--- config.mk ---
export PLATFORM = sky130hd
export DESIGN_NAME = clock_ctrl
export DESIGN_NICKNAME = d
export VERILOG_FILES = /design/src/common/clock_ctrl_pkg.sv /design/src/common/nco_if.sv /design/src/hw/clk_nco.sv /design/src/hw/clock_ctrl.sv
export VERILOG_INCLUDE_DIRS = /design/src /design/src/common
export SDC_FILE = /design/constraint.sdc
export NUM_CORES = 1
export LEC_CHECK = 0
export ABC_CLOCK_PERIOD_IN_PS = 4920
export BUFFER_PORTS_ARGS = -buffer_cell sky130_fd_sc_hd__buf_2
export CAP_MARGIN = 20
export CORE_UTILIZATION = 50
export DETAILED_ROUTE_END_ITERATION = 10
export MAX_ROUTING_LAYER = met4
export PLACE_DENSITY = 0.79
export SLEW_MARGIN = 5
export SYNTH_ARGS = -nofsm -noshare
export SYNTH_HDL_FRONTEND = slang
export SYNTH_SLANG_ARGS = --single-unit
--- constraint.sdc ---
create_clock -name mclk_in -period 4.92 [get_ports mclk_in]
set_input_delay 1.476 -clock mclk_in [delete_from_list [all_inputs] [get_ports mclk_in]]
set_output_delay 1.476 -clock mclk_in [all_outputs]
set_load 0.02 [all_outputs]
--- src/common/clock_ctrl_defines.svh ---
// Offsets, field positions, reset values and timing counts of the clock control block
// Assumes a 125 MHz system clock and a 24-bit phase accumulator per clock generator
`ifndef CLOCK_CTRL_DEFINES_SVH
`define CLOCK_CTRL_DEFINES_SVH

// ==========================================================
// Timing
`define MCLK_MHZ         125
`define SAMPLE_TIME_US   2000
`define SAMPLE_CYCLES    (`SAMPLE_TIME_US * `MCLK_MHZ)
`define RESTART_MAX_US   3000
`define RESTART_CYCLES   (`RESTART_MAX_US * `MCLK_MHZ)

// ==========================================================
// Strap pin positions
`define STRAP_SEL0       0
`define STRAP_SEL1       1
`define STRAP_SEL2       2
`define STRAP_MODE       3
`define STRAP_SWING      4

// ==========================================================
// Clock generator slots
`define NCO_PROC         0
`define NCO_BUS          1
`define NCO_REF          2
`define NCO_USB          3
`define NCO_SIO          4

// ==========================================================
// Registers
`define REG_CTRL_ADDR    4'h0
`define REG_STAT_ADDR    4'h4
`define REG_CTRL_RESET   8'h00
`define CTRL_DIS_PROC    0
`define CTRL_DIS_MEM     1
`define CTRL_DIS_BUS     2
`define CTRL_DIS_REF     3
`define CTRL_DIS_FIXED   4

// ==========================================================
// Phase increments, frequency * 2^24 / 125 MHz
`define INC_50_0         24'h666666
`define INC_25_0         24'h333333
`define INC_75_0         24'h999999
`define INC_32_0         24'h418937
`define INC_83_3         24'haa9951
`define INC_41_65        24'h554ca8
`define INC_68_5         24'h8c49ba
`define INC_34_25        24'h4624dd
`define INC_55_0         24'h70a3d7
`define INC_27_5         24'h3851ec
`define INC_37_5         24'h4ccccd
`define INC_60_0         24'h7ae148
`define INC_30_0         24'h3d70a4
`define INC_66_8         24'h88ce70
`define INC_33_4         24'h446738
`define INC_14_318       24'h1d52c1
`define INC_48_0         24'h624dd3
`define INC_24_0         24'h3126e9

`endif

--- src/common/clock_ctrl_pkg.sv ---
// Types shared by the clock control block
// Assumes nothing beyond the defines header
package clock_ctrl_pkg;

  // ==========================================================
  // Power-up sequence
  typedef enum logic [1:0] {
    ST_WAIT_SUPPLY,
    ST_SAMPLE,
    ST_RUN
  } state_t;

  typedef logic [23:0] phase_inc_t;

endpackage

--- src/common/nco_if.sv ---
// Control and output of one phase-accumulator clock generator
// Assumes the controller and generator share one clock
`timescale 1ns/100ps
interface nco_if #(parameter int W = 24);
  logic         run;
  logic [W-1:0] inc;
  logic         clk;
  logic         wrap;
  logic         idle;

  modport ctrl (output run, output inc, input clk, input wrap, input idle);
  modport gen  (input run, input inc, output clk, output wrap, output idle);
endinterface

--- src/hw/clk_nco.sv ---
// Phase accumulator clock generator that stops low only after a complete cycle
// Assumes run and inc come from logic on the same clock
`timescale 1ns/100ps
module clk_nco #(
  parameter int W = 24
) (
  input  wire logic mclk_in,
  input  wire logic rst_n_in,
  nco_if.gen        nco
);

  logic [W-1:0] phase_reg;
  logic [W:0]   sum;

  assign sum = {1'b0, phase_reg} + {1'b0, nco.inc};

  // ==========================================================
  // Accumulator
  always_ff @(posedge mclk_in) begin
    if (!rst_n_in) begin
      phase_reg <= '0;
    end else if (nco.run) begin
      phase_reg <= sum[W-1:0];
    end else if (phase_reg == '0) begin
      phase_reg <= '0;
    end else if (sum[W]) begin
      phase_reg <= '0;
    end else begin
      phase_reg <= sum[W-1:0];
    end
  end

  assign nco.clk  = phase_reg[W-1];
  assign nco.wrap = sum[W] & (nco.run | (phase_reg != '0));
  assign nco.idle = !nco.run && (phase_reg == '0);

  // ==========================================================
  // Checks
  a_nco_parked_low: assert property (@(posedge mclk_in) disable iff (!rst_n_in)
    (!nco.run && phase_reg == '0) |=> (nco.clk == 1'b0 && phase_reg == '0))
    else $error("stopped generator left its low park");
  a_nco_wrap_low: assert property (@(posedge mclk_in) disable iff (!rst_n_in)
    (nco.wrap && !nco.run) |=> (!nco.clk && phase_reg == '0))
    else $error("stopping generator not parked low at cycle end");

endmodule

--- src/hw/clock_ctrl.sv ---
// Strap latch, pin role selection and clock gating of a motherboard clock synthesizer
// Assumes pins arrive unsynchronised and reset comes only from power-on
`timescale 1ns/100ps
`include "clock_ctrl_defines.svh"
module clock_ctrl #(
  parameter int SAMPLE_CYCLES = `SAMPLE_CYCLES,
  parameter int ACC_W         = 24
) (
  input  wire logic        mclk_in,
  input  wire logic        rst_n_in,
  input  wire logic        supply_ok_in,
  input  wire logic [4:0]  strap_pins_in,
  output logic      [4:0]  strap_pins_out,
  output logic      [4:0]  strap_pins_oe_out,
  input  wire logic        bus_clk_5_in,
  output logic             bus_clk_5_out,
  output logic             bus_clk_5_oe_out,
  input  wire logic        ref_clk_1_in,
  output logic             ref_clk_1_out,
  output logic             ref_clk_1_oe_out,
  output logic      [3:0]  proc_clk_out,
  output logic      [11:0] mem_clk_out,
  output logic      [3:0]  bus_clk_out,
  output logic             irq_ctrl_clk_out,
  output logic             proc_swing_sel_out,
  output logic      [2:0]  freq_sel_out,
  input  wire logic [3:0]  reg_addr_in,
  input  wire logic [7:0]  reg_wdata_in,
  input  wire logic        reg_wr_in,
  input  wire logic        reg_rd_in,
  output logic      [7:0]  reg_rdata_out
);

  localparam int NCO_N = 5;

  // ==========================================================
  // Input synchronisers
  logic [7:0] raw_in;
  logic [7:0] sync1_reg;
  logic [7:0] sync2_reg;
  logic [7:0] sync3_reg;
  logic [7:0] filt_reg;

  assign raw_in = {supply_ok_in, ref_clk_1_in, bus_clk_5_in, strap_pins_in};

  always_ff @(posedge mclk_in) begin
    if (!rst_n_in) begin
      sync1_reg <= 8'h00;
      sync2_reg <= 8'h00;
      sync3_reg <= 8'h00;
      filt_reg  <= 8'h00;
    end else begin
      sync1_reg <= raw_in;
      sync2_reg <= sync1_reg;
      sync3_reg <= sync2_reg;
      filt_reg  <= (sync2_reg & sync3_reg) | (filt_reg & (sync2_reg ^ sync3_reg));
    end
  end

  // ==========================================================
  // Power-up strap sequence
  clock_ctrl_pkg::state_t state_reg;
  logic [31:0]            timer_reg;
  logic [4:0]             strap_reg;
  logic                   latched_reg;

  always_ff @(posedge mclk_in) begin
    if (!rst_n_in) begin
      state_reg <= clock_ctrl_pkg::ST_WAIT_SUPPLY;
      timer_reg <= 32'h0000_0000;
    end else begin
      case (state_reg)
        clock_ctrl_pkg::ST_WAIT_SUPPLY: begin
          timer_reg <= 32'h0000_0000;
          if (filt_reg[7]) begin
            state_reg <= clock_ctrl_pkg::ST_SAMPLE;
          end
        end
        clock_ctrl_pkg::ST_SAMPLE: begin
          if (timer_reg == 32'(SAMPLE_CYCLES - 1)) begin
            state_reg <= clock_ctrl_pkg::ST_RUN;
          end else begin
            timer_reg <= timer_reg + 32'h0000_0001;
          end
        end
        clock_ctrl_pkg::ST_RUN: begin
          state_reg <= clock_ctrl_pkg::ST_RUN;
        end
        default: begin
          state_reg <= clock_ctrl_pkg::ST_WAIT_SUPPLY;
        end
      endcase
    end
  end

  // Straps are caught once and only power-on reset clears them
  always_ff @(posedge mclk_in) begin
    if (!rst_n_in) begin
      strap_reg   <= 5'h00;
      latched_reg <= 1'b0;
    end else if (state_reg == clock_ctrl_pkg::ST_SAMPLE && timer_reg == 32'(SAMPLE_CYCLES - 1)) begin
      strap_reg   <= filt_reg[4:0];
      latched_reg <= 1'b1;
    end
  end

  logic [2:0] freq_sel;
  logic       pin_mode;
  logic       standby_act;
  logic       halt_act;

  assign freq_sel    = strap_reg[`STRAP_SEL2:`STRAP_SEL0];
  assign pin_mode    = strap_reg[`STRAP_MODE];
  assign standby_act = latched_reg && !pin_mode && !filt_reg[5];
  assign halt_act    = latched_reg && !pin_mode && !filt_reg[6];

  // ==========================================================
  // Frequency table
  clock_ctrl_pkg::phase_inc_t proc_inc;
  clock_ctrl_pkg::phase_inc_t bus_inc;

  always_comb begin
    case (freq_sel)
      3'h0: begin
        proc_inc = `INC_50_0;
        bus_inc  = `INC_25_0;
      end
      3'h1: begin
        proc_inc = `INC_75_0;
        bus_inc  = `INC_32_0;
      end
      3'h2: begin
        proc_inc = `INC_83_3;
        bus_inc  = `INC_41_65;
      end
      3'h3: begin
        proc_inc = `INC_68_5;
        bus_inc  = `INC_34_25;
      end
      3'h4: begin
        proc_inc = `INC_55_0;
        bus_inc  = `INC_27_5;
      end
      3'h5: begin
        proc_inc = `INC_75_0;
        bus_inc  = `INC_37_5;
      end
      3'h6: begin
        proc_inc = `INC_60_0;
        bus_inc  = `INC_30_0;
      end
      default: begin
        proc_inc = `INC_66_8;
        bus_inc  = `INC_33_4;
      end
    endcase
  end

  // ==========================================================
  // Clock generators
  logic [ACC_W-1:0] inc_tab [NCO_N];
  logic [NCO_N-1:0] run_vec;
  logic [NCO_N-1:0] nco_clk;
  logic [NCO_N-1:0] nco_wrap;
  logic [NCO_N-1:0] nco_idle;
  logic             core_run;

  assign core_run = latched_reg && !standby_act;

  assign inc_tab[`NCO_PROC] = proc_inc;
  assign inc_tab[`NCO_BUS]  = bus_inc;
  assign inc_tab[`NCO_REF]  = `INC_14_318;
  assign inc_tab[`NCO_USB]  = `INC_48_0;
  assign inc_tab[`NCO_SIO]  = `INC_24_0;
  assign run_vec = {latched_reg, latched_reg, latched_reg, core_run, core_run};

  nco_if #(.W(ACC_W)) nco_bus [NCO_N] ();

  genvar gi;
  generate
    for (gi = 0; gi < NCO_N; gi++) begin : g_nco
      assign nco_bus[gi].run  = run_vec[gi];
      assign nco_bus[gi].inc  = inc_tab[gi];
      assign nco_clk[gi]      = nco_bus[gi].clk;
      assign nco_wrap[gi]     = nco_bus[gi].wrap;
      assign nco_idle[gi]     = nco_bus[gi].idle;
      clk_nco #(.W(ACC_W)) u_nco (
        .mclk_in  (mclk_in),
        .rst_n_in (rst_n_in),
        .nco      (nco_bus[gi].gen)
      );
    end
  endgenerate

  // Processor gate moves only on a cycle boundary so cycles stay whole
  logic proc_gate_reg;

  always_ff @(posedge mclk_in) begin
    if (!rst_n_in) begin
      proc_gate_reg <= 1'b0;
    end else if (nco_wrap[`NCO_PROC] || nco_idle[`NCO_PROC]) begin
      proc_gate_reg <= !halt_act;
    end
  end

  // ==========================================================
  // Registers
  logic [7:0] ctrl_reg;
  logic [7:0] status;

  assign status = {halt_act, standby_act, latched_reg, strap_reg[`STRAP_SWING], pin_mode, freq_sel};

  always_ff @(posedge mclk_in) begin
    if (!rst_n_in) begin
      ctrl_reg <= `REG_CTRL_RESET;
    end else if (reg_wr_in && reg_addr_in == `REG_CTRL_ADDR) begin
      ctrl_reg <= reg_wdata_in;
    end
  end

  always_ff @(posedge mclk_in) begin
    if (!rst_n_in) begin
      reg_rdata_out <= 8'h00;
    end else if (reg_rd_in && reg_addr_in == `REG_CTRL_ADDR) begin
      reg_rdata_out <= ctrl_reg;
    end else if (reg_rd_in && reg_addr_in == `REG_STAT_ADDR) begin
      reg_rdata_out <= status;
    end else begin
      reg_rdata_out <= 8'h00;
    end
  end

  // ==========================================================
  // Output flops
  logic proc_on;
  logic mem_on;
  logic bus_on;
  logic ref_on;
  logic usb_on;
  logic sio_on;

  assign mem_on  = nco_clk[`NCO_PROC] && !ctrl_reg[`CTRL_DIS_MEM];
  assign proc_on = nco_clk[`NCO_PROC] && proc_gate_reg && !ctrl_reg[`CTRL_DIS_PROC];
  assign bus_on  = nco_clk[`NCO_BUS] && !ctrl_reg[`CTRL_DIS_BUS];
  assign ref_on  = nco_clk[`NCO_REF] && !standby_act && !ctrl_reg[`CTRL_DIS_REF];
  assign usb_on  = nco_clk[`NCO_USB] && !standby_act && !ctrl_reg[`CTRL_DIS_FIXED];
  assign sio_on  = nco_clk[`NCO_SIO] && !standby_act && !ctrl_reg[`CTRL_DIS_FIXED];

  always_ff @(posedge mclk_in) begin
    if (!rst_n_in) begin
      proc_clk_out     <= 4'h0;
      mem_clk_out      <= 12'h000;
      bus_clk_out      <= 4'h0;
      irq_ctrl_clk_out <= 1'b0;
    end else begin
      proc_clk_out     <= {4{proc_on}};
      mem_clk_out      <= {12{mem_on}};
      bus_clk_out      <= {4{bus_on}};
      irq_ctrl_clk_out <= ref_on;
    end
  end

  always_ff @(posedge mclk_in) begin
    if (!rst_n_in) begin
      strap_pins_out    <= 5'h00;
      strap_pins_oe_out <= 5'h00;
      bus_clk_5_out     <= 1'b0;
      bus_clk_5_oe_out  <= 1'b0;
      ref_clk_1_out     <= 1'b0;
      ref_clk_1_oe_out  <= 1'b0;
    end else begin
      strap_pins_out[`STRAP_SEL0]  <= usb_on;
      strap_pins_out[`STRAP_SEL1]  <= bus_on;
      strap_pins_out[`STRAP_SEL2]  <= bus_on;
      strap_pins_out[`STRAP_MODE]  <= sio_on;
      strap_pins_out[`STRAP_SWING] <= ref_on;
      strap_pins_oe_out <= {5{latched_reg}};
      bus_clk_5_out     <= bus_on;
      bus_clk_5_oe_out  <= latched_reg && pin_mode;
      ref_clk_1_out     <= ref_on;
      ref_clk_1_oe_out  <= latched_reg && pin_mode;
    end
  end

  always_ff @(posedge mclk_in) begin
    if (!rst_n_in) begin
      proc_swing_sel_out <= 1'b0;
      freq_sel_out       <= 3'h0;
    end else begin
      proc_swing_sel_out <= strap_reg[`STRAP_SWING];
      freq_sel_out       <= freq_sel;
    end
  end

  // ==========================================================
  // Checks
  logic [31:0] wake_cnt_reg;

  always_ff @(posedge mclk_in) begin
    if (!rst_n_in) begin
      wake_cnt_reg <= 32'h0000_0000;
    end else if (standby_act || !latched_reg || nco_clk[`NCO_PROC]) begin
      wake_cnt_reg <= 32'h0000_0000;
    end else begin
      wake_cnt_reg <= wake_cnt_reg + 32'h0000_0001;
    end
  end

  a_oe_before_latch: assert property (@(posedge mclk_in) disable iff (!rst_n_in)
    !latched_reg |=> (strap_pins_oe_out == 5'h00 && !bus_clk_5_oe_out && !ref_clk_1_oe_out))
    else $error("pin driven before straps were latched");
  a_sample_length: assert property (@(posedge mclk_in) disable iff (!rst_n_in)
    (state_reg == clock_ctrl_pkg::ST_SAMPLE && timer_reg != 32'(SAMPLE_CYCLES - 1)) |=> !latched_reg)
    else $error("straps latched before sampling window ended");
  a_strap_hold: assert property (@(posedge mclk_in) disable iff (!rst_n_in)
    latched_reg |=> (latched_reg && $stable(strap_reg)))
    else $error("latched strap changed after power-up");
  a_strap_capture: assert property (@(posedge mclk_in) disable iff (!rst_n_in)
    $rose(latched_reg) |-> strap_reg == $past(filt_reg[4:0]))
    else $error("strap value differs from pin level");
  a_standby_low: assert property (@(posedge mclk_in) disable iff (!rst_n_in)
    standby_act [*8] |-> (proc_clk_out == 4'h0 && mem_clk_out == 12'h000 && bus_clk_out == 4'h0
                          && !irq_ctrl_clk_out && strap_pins_out == 5'h00 && !ref_clk_1_out))
    else $error("clock output high during standby");
  a_halt_stop: assert property (@(posedge mclk_in) disable iff (!rst_n_in)
    halt_act [*8] |-> proc_clk_out == 4'h0)
    else $error("processor clock still running under halt");
  a_mem_proc_sync: assert property (@(posedge mclk_in) disable iff (!rst_n_in)
    (proc_clk_out[0] && !$past(ctrl_reg[`CTRL_DIS_MEM])) |-> mem_clk_out == 12'hfff)
    else $error("memory clocks out of step with processor clocks");
  a_pin_roles: assert property (@(posedge mclk_in) disable iff (!rst_n_in)
    latched_reg |=> (bus_clk_5_oe_out == pin_mode && ref_clk_1_oe_out == pin_mode))
    else $error("pin role does not follow latched mode strap");
  a_swing_sel: assert property (@(posedge mclk_in) disable iff (!rst_n_in)
    latched_reg [*2] |-> proc_swing_sel_out == strap_reg[`STRAP_SWING])
    else $error("buffer swing select not from latched strap");
  a_freq_kept: assert property (@(posedge mclk_in) disable iff (!rst_n_in)
    $fell(standby_act) |-> (proc_inc == $past(proc_inc) && bus_inc == $past(bus_inc)))
    else $error("frequency changed across standby");
  a_restart_bound: assert property (@(posedge mclk_in) disable iff (!rst_n_in)
    wake_cnt_reg < 32'(`RESTART_CYCLES))
    else $error("clock did not restart after standby");

  c_latch_done: cover property (@(posedge mclk_in) disable iff (!rst_n_in) $rose(latched_reg));
  c_standby_exit: cover property (@(posedge mclk_in) disable iff (!rst_n_in) $fell(standby_act));
  c_halt_release: cover property (@(posedge mclk_in) disable iff (!rst_n_in) $fell(halt_act));
  c_mode_outputs: cover property (@(posedge mclk_in) disable iff (!rst_n_in) bus_clk_5_oe_out);

endmodule

Word-level counts from Yosys, hierarchy flattened
Cells that the tools add are included.

Add/subtract/negate cells: 6. $mul: 0. Div/mod/pow operators: 0. Order comparisons: 0. Equal/unequal tests: 13. Shift operators: 0. Mux-type cells: 24. Bitwise logic cells: 6. Reduce and logical (&&, ||, !) cells: 45.

Operators by type and width (number): 24-bit 2-to-1 mux (15); 23-bit case mux with 7 select lines (1); 24-bit case mux with 6 select lines (1); 24-bit zero test (5); 32-bit case mux with 2 select lines (1); 32-bit by 1-bit adder with 32-bit output, second input constant (1); 32-bit by 18-bit equality test with 1-bit output, second input constant (1); 32-bit 2-to-1 mux (1); 24-bit by 21-bit adder with 25-bit output, second input constant (1); 24-bit by 22-bit adder with 25-bit output, second input constant (1); 24-bit by 23-bit adder with 25-bit output (1); 24-bit by 23-bit adder with 25-bit output, second input constant (1); 24-bit by 24-bit adder with 25-bit output (1); 24-bit nonzero test (1); 1-bit logical AND (20); 8-bit AND (2); 8-bit 2-to-1 mux (2); 1-bit zero test (11); 3-bit equality test, second input constant (3); 8-bit bitwise OR (1); 8-bit bitwise XOR (1); 3-bit by 2-bit equality test with 1-bit output, second input constant (2); 2-bit != test, second input constant (3); 2-bit case mux with 3 select lines (1); other kinds (14) (16).

Register bits: 225. Latch bits: 0. RAM bits: 0. Memory bits (read-only): 0. Input bits: 24. Output and inout bits: 47. Memories: 0.

Logic depth before layout (Yosys ltp)
Gate-level depths: netlist (run 1).

Depth in word-level cells: 8. Gate-level depth with buffers: 16. Gate-level depth less buffers: 14.

Modules after synthesis
A second synthesis (run 1) with hierarchy kept.

Cell total of the unflattened synthesis: 1829. Area, all modules: 15322.2 um^2.

By module, submodules not included: clk_nco (g_nco[0].u_nco ...) (instances 4, cells each 261, area each 2164.6 um^2, seq. area each 480.5 um^2); clock_ctrl (instances 1, cells each 546, area each 4663.2 um^2, seq. area each 2021.9 um^2); clk_nco (g_nco[4].u_nco) (instances 1, cells each 239, area each 2000.7 um^2, seq. area each 480.5 um^2).

Least setup slack after synthesis (run 1)
No wires, ideal clock.

Kind: register to register. Start: register strap_reg[2]. End: register g_nco[0].u_nco.phase_reg[3]. Arrival: 3.225 ns. Required time: 4.847 ns. Path slack: 1.622 ns. Cell stages (with the launch flop): 17. Path buffers: 2. Period minus slack after synthesis: 3.298 ns. Cell sequence: dfxtp_1 -> clkbuf_1 -> nor2_1 -> nand2_1 -> nand2_1 -> inv_1 -> ha_1 -> fa_1 -> a211oi_1 -> o311ai_0 -> a31oi_1 -> a21oi_1 -> o2111ai_1 -> a21oi_2 -> a21o_2 -> buf_6 -> nor3_2.

Cells in the longest elaborated chain, start to end: 7. Elaborated cells between the ends (all ways): 13. Classes of those cells: 1 x add/sub; 6 x eq/ne; 4 x mux; 2 x reduce/logical.

RTL lines: start, declared (line clock_ctrl.sv:64) `logic [4:0] strap_reg;`; start signal, assigned (line clock_ctrl.sv:102) `strap_reg <= filt_reg[4:0];`; 3-bit equality test or 3-bit by 1-bit equality test with 1-bit output (tied branches) (line clock_ctrl.sv:123) `case (freq_sel)`; 2-bit OR reduction (no source line); 24-bit case mux with 6 select lines * (line clock_ctrl.sv:123); 24-bit by 24-bit adder with 25-bit output * (line clk_nco.sv:15) `assign sum = {1'b0, phase_reg} + {1'b0, nco.inc};`; 24-bit 2-to-1 mux (line clk_nco.sv:26) `end else if (sum[W]) begin`; 24-bit 2-to-1 mux (line clk_nco.sv:24) `end else if (phase_reg == '0) begin`; 24-bit 2-to-1 mux * (line clk_nco.sv:22) `end else if (nco.run) begin`; end signal, assigned (line clk_nco.sv:23) `phase_reg <= sum[W-1:0];`; end signal, assigned (line clk_nco.sv:29) `phase_reg <= sum[W-1:0];`; end, declared (line clk_nco.sv:12) `logic [W-1:0] phase_reg;`.

Mark *: on every way between the ends. The rest lies on a longest branch, timed or not. A chain may end at the register's enable or synchronous reset.

Final worst setup path (run 1)
Start: register strap_reg[0]. End: register g_nco[0].u_nco.phase_reg[20].

The elaborated chain is that of the path after synthesis.

==> results.cfg, run 1 <==
[final_layout]
final_cell_mix = dfxtp_1 (221), nor2_1 (203), nand2_1 (91)
largest_register_ffs = 120
final_cells = 1633
finalNetCount = 1423
antenna_cells = 0
area_delta_synth_final_pct = 11.0
drive_gt1_share_pct = 11.2
final_common_cell = dfxtp_1

[synthesis]
synth-xor-area-share_pct = 7.84
synth_fa_ha_area_share_pct = 7.69
yosys.area_share.simple_pct = 22.5
avgSynthCellArea_um2 = 8.58
synth_cells = 1288
synth_nets = 1377
synth_warnings = 0
synth-compound-area-share_pct = 15.6
synth_ff_type = dfxtp_1
synthMuxAreaShare_pct = 1.28
synth_edf_count = 0
synth_top_family_by_area = simple AND/OR/NAND/NOR gates
yosysSeqAreaShare_pct = 40.0
netlist_area_um2 = 11000
synth_cell_types = 75
async_reset_ff_share_pct = 0
ys_seq_elements = 221

[power_and_ir_drop]
p_leak_nw = 5.40
power.switching_mw = 1.21
finalPower_mw = 4.46
vdd_ir_drop_max_mv = 0.251
pwr-share-seq_pct = 43.7
p_sw_share_pct = 27.2
power.density_nw_per_um2 = 364
clkPwrFrac_pct = 40.8
p_int_mw = 3.24
p_comb_share_pct = 15.5

[clocking]
ctsHoldBuffers = 0
cts_num_sinks = 221
cts-root-buf = clkbuf_16
cts_resized = 0
cts_setup_buffers = 0
insertion_delay_ns = 0.53
cts_tree = built
htreeDepth = 1
cts_buffers = 25
cts_buffer_depth = 3
clk_pin_slew_ns = 0.06

[timing]
fmax_mhz = 245
grt_setup_unrepaired = false
clock_skew_ns = 0.0104
tightest_slew_ns = 0.867
hold_ws_ns = 0.430
slew_headroom_pct = 42.2
tns_ns = 0
setup_ws_ns = 0.838
min_period_over_period_pct = 83.0
setup-violations-final = 0
finalHoldViolCount = 0
fin_crit_ns = 4.08
drv_slew = 0

[drt]
routed_wl_um = 23300
vias = 9005
dr.first_iter.drc_count = 504
ant_nets = 0
viasPerCell = 5.51
drc = 0
dr.pass1.iters = 7
wl_per_cell_um = 14.3

[outcome]
status = completed

[die]
die_x_um = 151
rows = 54
die_y_um = 151
ios = 71
dieArea_um2 = 22700
floorplan.initialDensity_pct = 50.8
fp.coreArea_um2 = 21800

[critical_path]
reg2reg_from = strap_reg[0]
crit_type = reg -> reg
startpoint_type = flop
startpoint = strap_reg[0]
worstPathMaxFanout = 24
crit_arrival_ns = 4.47
cp_data_required_time_ns = 5.31
endpoint_kind = flop

[global_routing]
gr-usage-all-layers_pct = 21.6
antenna_found_initial = 0
grt_pass1_wl_um = 38900
first_global_vias = 8410
grt_max_degree = 36
grt_overflow = 0

[flow_run]
drv_cap = 0

[placement]
place.gp.congestion = 0.942
place_inst = 1587
io_buffers = 70
dp_hpwl_um = 16900
dp_worst_setup_slack_ns = 0.900

[hold_path]
hp-class = reg -> reg
hold_start = sync1_reg[6]
## cell type report
class / count / area (µm²)
repair buffers: 75 / 395
well taps: 280 / 350
flip-flops and latches: 221 / 4420
clock buffers: 35 / 713
inverters: 54 / 203
fillers: 1972 / 9490
multi-input cells: 957 / 6070
clock inverters: 11 / 103
## final timing paths
kind / end / slack, ns / depth (start not counted)
worst max-delay path: g_nco[0].u_nco.phase_reg[20] / 0.84 / 14
worst min-delay path: sync2_reg[6] / 0.43 / 1
worst max register to register: g_nco[0].u_nco.phase_reg[20] / 0.84 / 14
worst min register to register: sync2_reg[6] / 0.43 / 1
## power groups by stage
stage                     Clock, mW  Sequential (mW)  Combinational (mW)
final                          1.82             1.95               0.691
after floorplan                   0             1.96               0.565
after detailed placement          0             1.98               0.675
after global routing           1.94             1.96               0.770
after CTS                      1.86             1.95               0.682
after global placement            0             1.98               0.657
## logic make-up (layout without fill, tap and decap cells)
kind of cell / after synthesis / after routing
buffers and inverters: 110 / 175
xor gates and xnor gates: 98 / 98
adders and majority gates: 67 / 67
muxes: 14 / 14
and+or+nand+nor: 515 / 515
AOI/OAI and AO/OA: 263 / 263
DFF: 221 / 221
## worst max-delay path: stages, from the launching register on
cell,delay (ns)
dfxtp_1,0.79
inv_1,0.25
nand2_1,0.21
nand2_1,0.11
inv_1,0.08
ha_1,0.19
fa_1,0.27
a211oi_1,0.10
o311ai_0,0.34
a31oi_1,0.17
a21oi_1,0.39
o2111ai_1,0.22
a21oi_2,0.20
a21o_2,0.49
nor3_1,0.12
## routing by layer
metal	global-route usage, %	vias to the layer above	share of wire (%)
met5	-	-	0
li1	-	4551	-
met3	2.64	51	4.2
met1	26.9	4217	46
met4	7.95	0	3.1
met2	35.7	186	47
## through the flow
stage               util [%]  cell area [µm²]
finish                  56.4            12300
global route            56.4            12300
CTS                     56.4            12300
detailed placement      52.6            11400
global placement        52.5            11400
floorplan                  -            11000
## synthesized netlist by cell type, types with 4 or more instances
cell type | n | area [µm²]
a211oi_1 | 17 | 128
a21boi_0 | 4 | 30.0
a21o_1 | 27 | 203
a21oi_1 | 80 | 400
a31oi_1 | 6 | 37.5
and2_1 | 30 | 188
and3_1 | 11 | 68.8
and4_1 | 4 | 35.0
buf_2 | 5 | 25.0
buf_4 | 30 | 225
buf_6 | 4 | 45.0
clkbuf_1 | 16 | 60.1
dfxtp_1 | 221 | 4420
ha_1 | 63 | 788
inv_1 | 54 | 203
mux2i_1 | 13 | 130
nand2_1 | 91 | 342
nand2b_1 | 13 | 81.3
nand3_1 | 31 | 155
nand4_1 | 19 | 119
nor2_1 | 203 | 762
nor2b_1 | 9 | 56.3
nor3_1 | 28 | 140
nor3_2 | 4 | 40.0
nor3b_1 | 7 | 52.6
nor4_1 | 25 | 156
o21a_1 | 13 | 97.6
o21ai_0 | 61 | 305
o21ai_1 | 4 | 20.0
o21bai_1 | 9 | 67.6
or2_2 | 7 | 43.8
or3_1 | 16 | 100
or4_1 | 5 | 37.5
xnor2_1 | 44 | 385
xor2_1 | 53 | 464
Note: power is estimated with default switching activity, not from simulation.
==> run 2, diff against run 1 <==
--- a/config.mk
+++ b/config.mk
@@ -6,13 +6,14 @@
 export SDC_FILE = /design/constraint.sdc
 export NUM_CORES = 1
 export LEC_CHECK = 0
-export ABC_CLOCK_PERIOD_IN_PS = 4920
+export ABC_AREA = 1
+export ABC_CLOCK_PERIOD_IN_PS = 3500
 export BUFFER_PORTS_ARGS = -buffer_cell sky130_fd_sc_hd__buf_2
 export CAP_MARGIN = 20
 export CORE_UTILIZATION = 50
 export DETAILED_ROUTE_END_ITERATION = 10
 export MAX_ROUTING_LAYER = met4
-export PLACE_DENSITY = 0.79
+export PLACE_DENSITY = 0.81
 export SLEW_MARGIN = 5
 export SYNTH_ARGS = -nofsm -noshare
 export SYNTH_HDL_FRONTEND = slang
==> constraint.sdc (replaced) <==
create_clock -name mclk_in -period 3.5 [get_ports mclk_in]
set_input_delay 1.05 -clock mclk_in [delete_from_list [all_inputs] [get_ports mclk_in]]
set_output_delay 1.05 -clock mclk_in [all_outputs]
set_load 0.02 [all_outputs]
==> results.cfg, run 2 <==
[outcome]
status = completed

[final_layout]
final_cell_mix = nand2_1 (417), nor2_1 (326), inv_1 (253)
area_delta_synth_final_pct = 9.48
fin_area_um2 = 14400
multiInputGateArea_um2 = 7350
drive_gt1_share_pct = 8.09
antenna_cells = 0
regArea_um2 = 4420
largest_register_ffs = 120
final_common_cell = nand2_1
final_util_pct = 55.6
finalNetCount = 2086
num-fill-cells = 2429
final_cells = 2350

[drt]
routed_wl_um = 32200
dr.first_iter.drc_count = 1096
ant_nets = 0
drc = 0
viasPerCell = 5.34
dr.pass1.iters = 8
wl_per_cell_um = 13.7
vias = 12500

[die]
floorplan.initialDensity_pct = 50.8
die_x_um = 164
rows = 59
fp.coreArea_um2 = 25900
dieArea_um2 = 27000
die_y_um = 164
ios = 71

[clocking]
cts_buffers = 25
cts_setup_buffers = 0
insertion_delay_ns = 0.53
clk_pin_slew_ns = 0.06
cts_tree = built
cts_num_sinks = 221
htreeDepth = 1
cts_buffer_depth = 3
cts_resized = 0
cts-root-buf = clkbuf_16
ctsHoldBuffers = 0

[global_routing]
antenna_found_initial = 0
grt_overflow = 0
grt_max_degree = 36
grt_pass1_wl_um = 53400
gr-usage-all-layers_pct = 24.8
first_global_vias = 11600

[timing]
fmax_mhz = 322
min_period_over_period_pct = 88.8
setup_ws_ns = 0.392
fin_crit_ns = 3.11
tns_ns = 0
hold_ws_ns = 0.412
tightest_slew_ns = 0.630
setup-violations-final = 0
clock_skew_ns = 0.0187
grt_setup_unrepaired = false
drv_slew = 0
finalHoldViolCount = 0
slew_headroom_pct = 58.0

[synthesis]
synth_cell_types = 49
yosysSeqAreaShare_pct = 33.6
synth_nets = 2046
synth_commonest_cells = nand2_1 (417), nor2_1 (326), inv_1 (253), dfxtp_1 (221), nand3_1 (135)
synth_edf_count = 0
yosysMostFrequentCell = nand2_1
ys_seq_elements = 221
yosysTopAreaCellShare_pct = 33.6
synth.area.top_cells = dfxtp_1 (34%), nand2_1 (12%), nor2_1 (9.3%)
synth_ff_type = dfxtp_1
synth_warnings = 0
avgSynthCellArea_um2 = 6.73
yosysTopAreaCell = dfxtp_1
netlist_area_um2 = 13200
async_reset_ff_share_pct = 0
synth_cells = 1957

[critical_path]
reg2reg_from = strap_reg[0]
worstPathMaxFanout = 24
rr_endpoint = g_nco[0].u_nco.phase_reg[14]
crit_arrival_ns = 3.51
r2r_slack_ns = 0.39
reg2reg_depth = 16
cp_data_required_time_ns = 3.91
startpoint_type = flop
crit_type = reg -> reg
endpoint_kind = flop
startpoint = strap_reg[0]

[hold_path]
hold_end = sync2_reg[5]
hold_start = sync1_reg[5]
hp-class = reg -> reg
min_path_cells = 2

[placement]
place.gp.congestion = 1.00
placed_cell_area_um2 = 13500
dp_worst_setup_slack_ns = 0.365
io_buffers = 70
place_inst = 2305
dp_hpwl_um = 24400

[power_and_ir_drop]
finalPower_mw = 6.51
p_leak_nw = 6.96
vdd_ir_drop_max_mv = 0.447
power.density_nw_per_um2 = 452

[flow_run]
drv_cap = 0
[run 2: cell count changes after synthesis, sizes merged, moves of 17 or more]
cell	before	now
nand2	91	430
xnor2	45	27
nand3	31	140
a21o	28	6
nand4	19	52
nor2	204	330
inv	54	257
and2	30	1
a211oi	19	2
a21oi	83	135
[run 2: layer usage]
layer	part of all wire [%]	track usage (%)
met1	45	31.4
met2	46	40.6
met3	6.0	2.98
met4	3.5	9.01
met5	0	-
[run 2: how the worst max path moves through the flow]
stage / slack [ns] / cells past startpoint / end
2_1_floorplan: 0.95 / 20 / g_nco[1].u_nco.phase_reg[20]
3_3_place_gp: 0.47 / 19 / g_nco[1].u_nco.phase_reg[22]
3_5_place_dp: 0.36 / 19 / g_nco[1].u_nco.phase_reg[16]
4_1_cts: 0.35 / 19 / g_nco[1].u_nco.phase_reg[16]
5_1_grt: 0.12 / 19 / g_nco[1].u_nco.phase_reg[17]
6_report: 0.39 / 16 / g_nco[0].u_nco.phase_reg[14]
[run 2: cell type report]
type / count / share of cell area [%]
multi-input combinational: 1416 / 51.0
sequential: 221 / 30.7
inverter: 257 / 6.70
clock buffer: 36 / 5.18
tap: 335 / 2.91
timing repair buffer: 76 / 2.74
clock inverter: 9 / 0.764
[run 2: logic make-up (layout without fill, tap and decap cells)]
group	count (synthesis)	count (layout)	share of synthesized area, %
AND/OR/NAND/NOR	1033	1033	33.9
buffers and inverters	320	378	10.6
AO/OA/AOI/OAI	231	231	9.77
flip-flops	221	221	33.6
XOR/XNOR	87	87	5.79
adder cells (fa/ha/maj)	65	65	6.29
[run 2: power by group]
group / switching (mW) / internal, mW
registers: 0.153 / 2.67
clock network: 1.07 / 1.63
logic: 0.675 / 0.316
[run 2: worst max-delay path, stage by stage (launching register included)]
cell and delay (ns):
dfxtp_1 0.52, inv_1 0.10, buf_4 0.20, nand2_1 0.14, nand3_1 0.15, nor2_1 0.31
inv_1 0.13, ha_1 0.37, nand2_1 0.09, inv_1 0.10, nand2_1 0.07, nor2_1 0.15
nand3_1 0.11, nand3_1 0.11, nand2_2 0.06, nand2_4 0.28, nor2_1 0.09
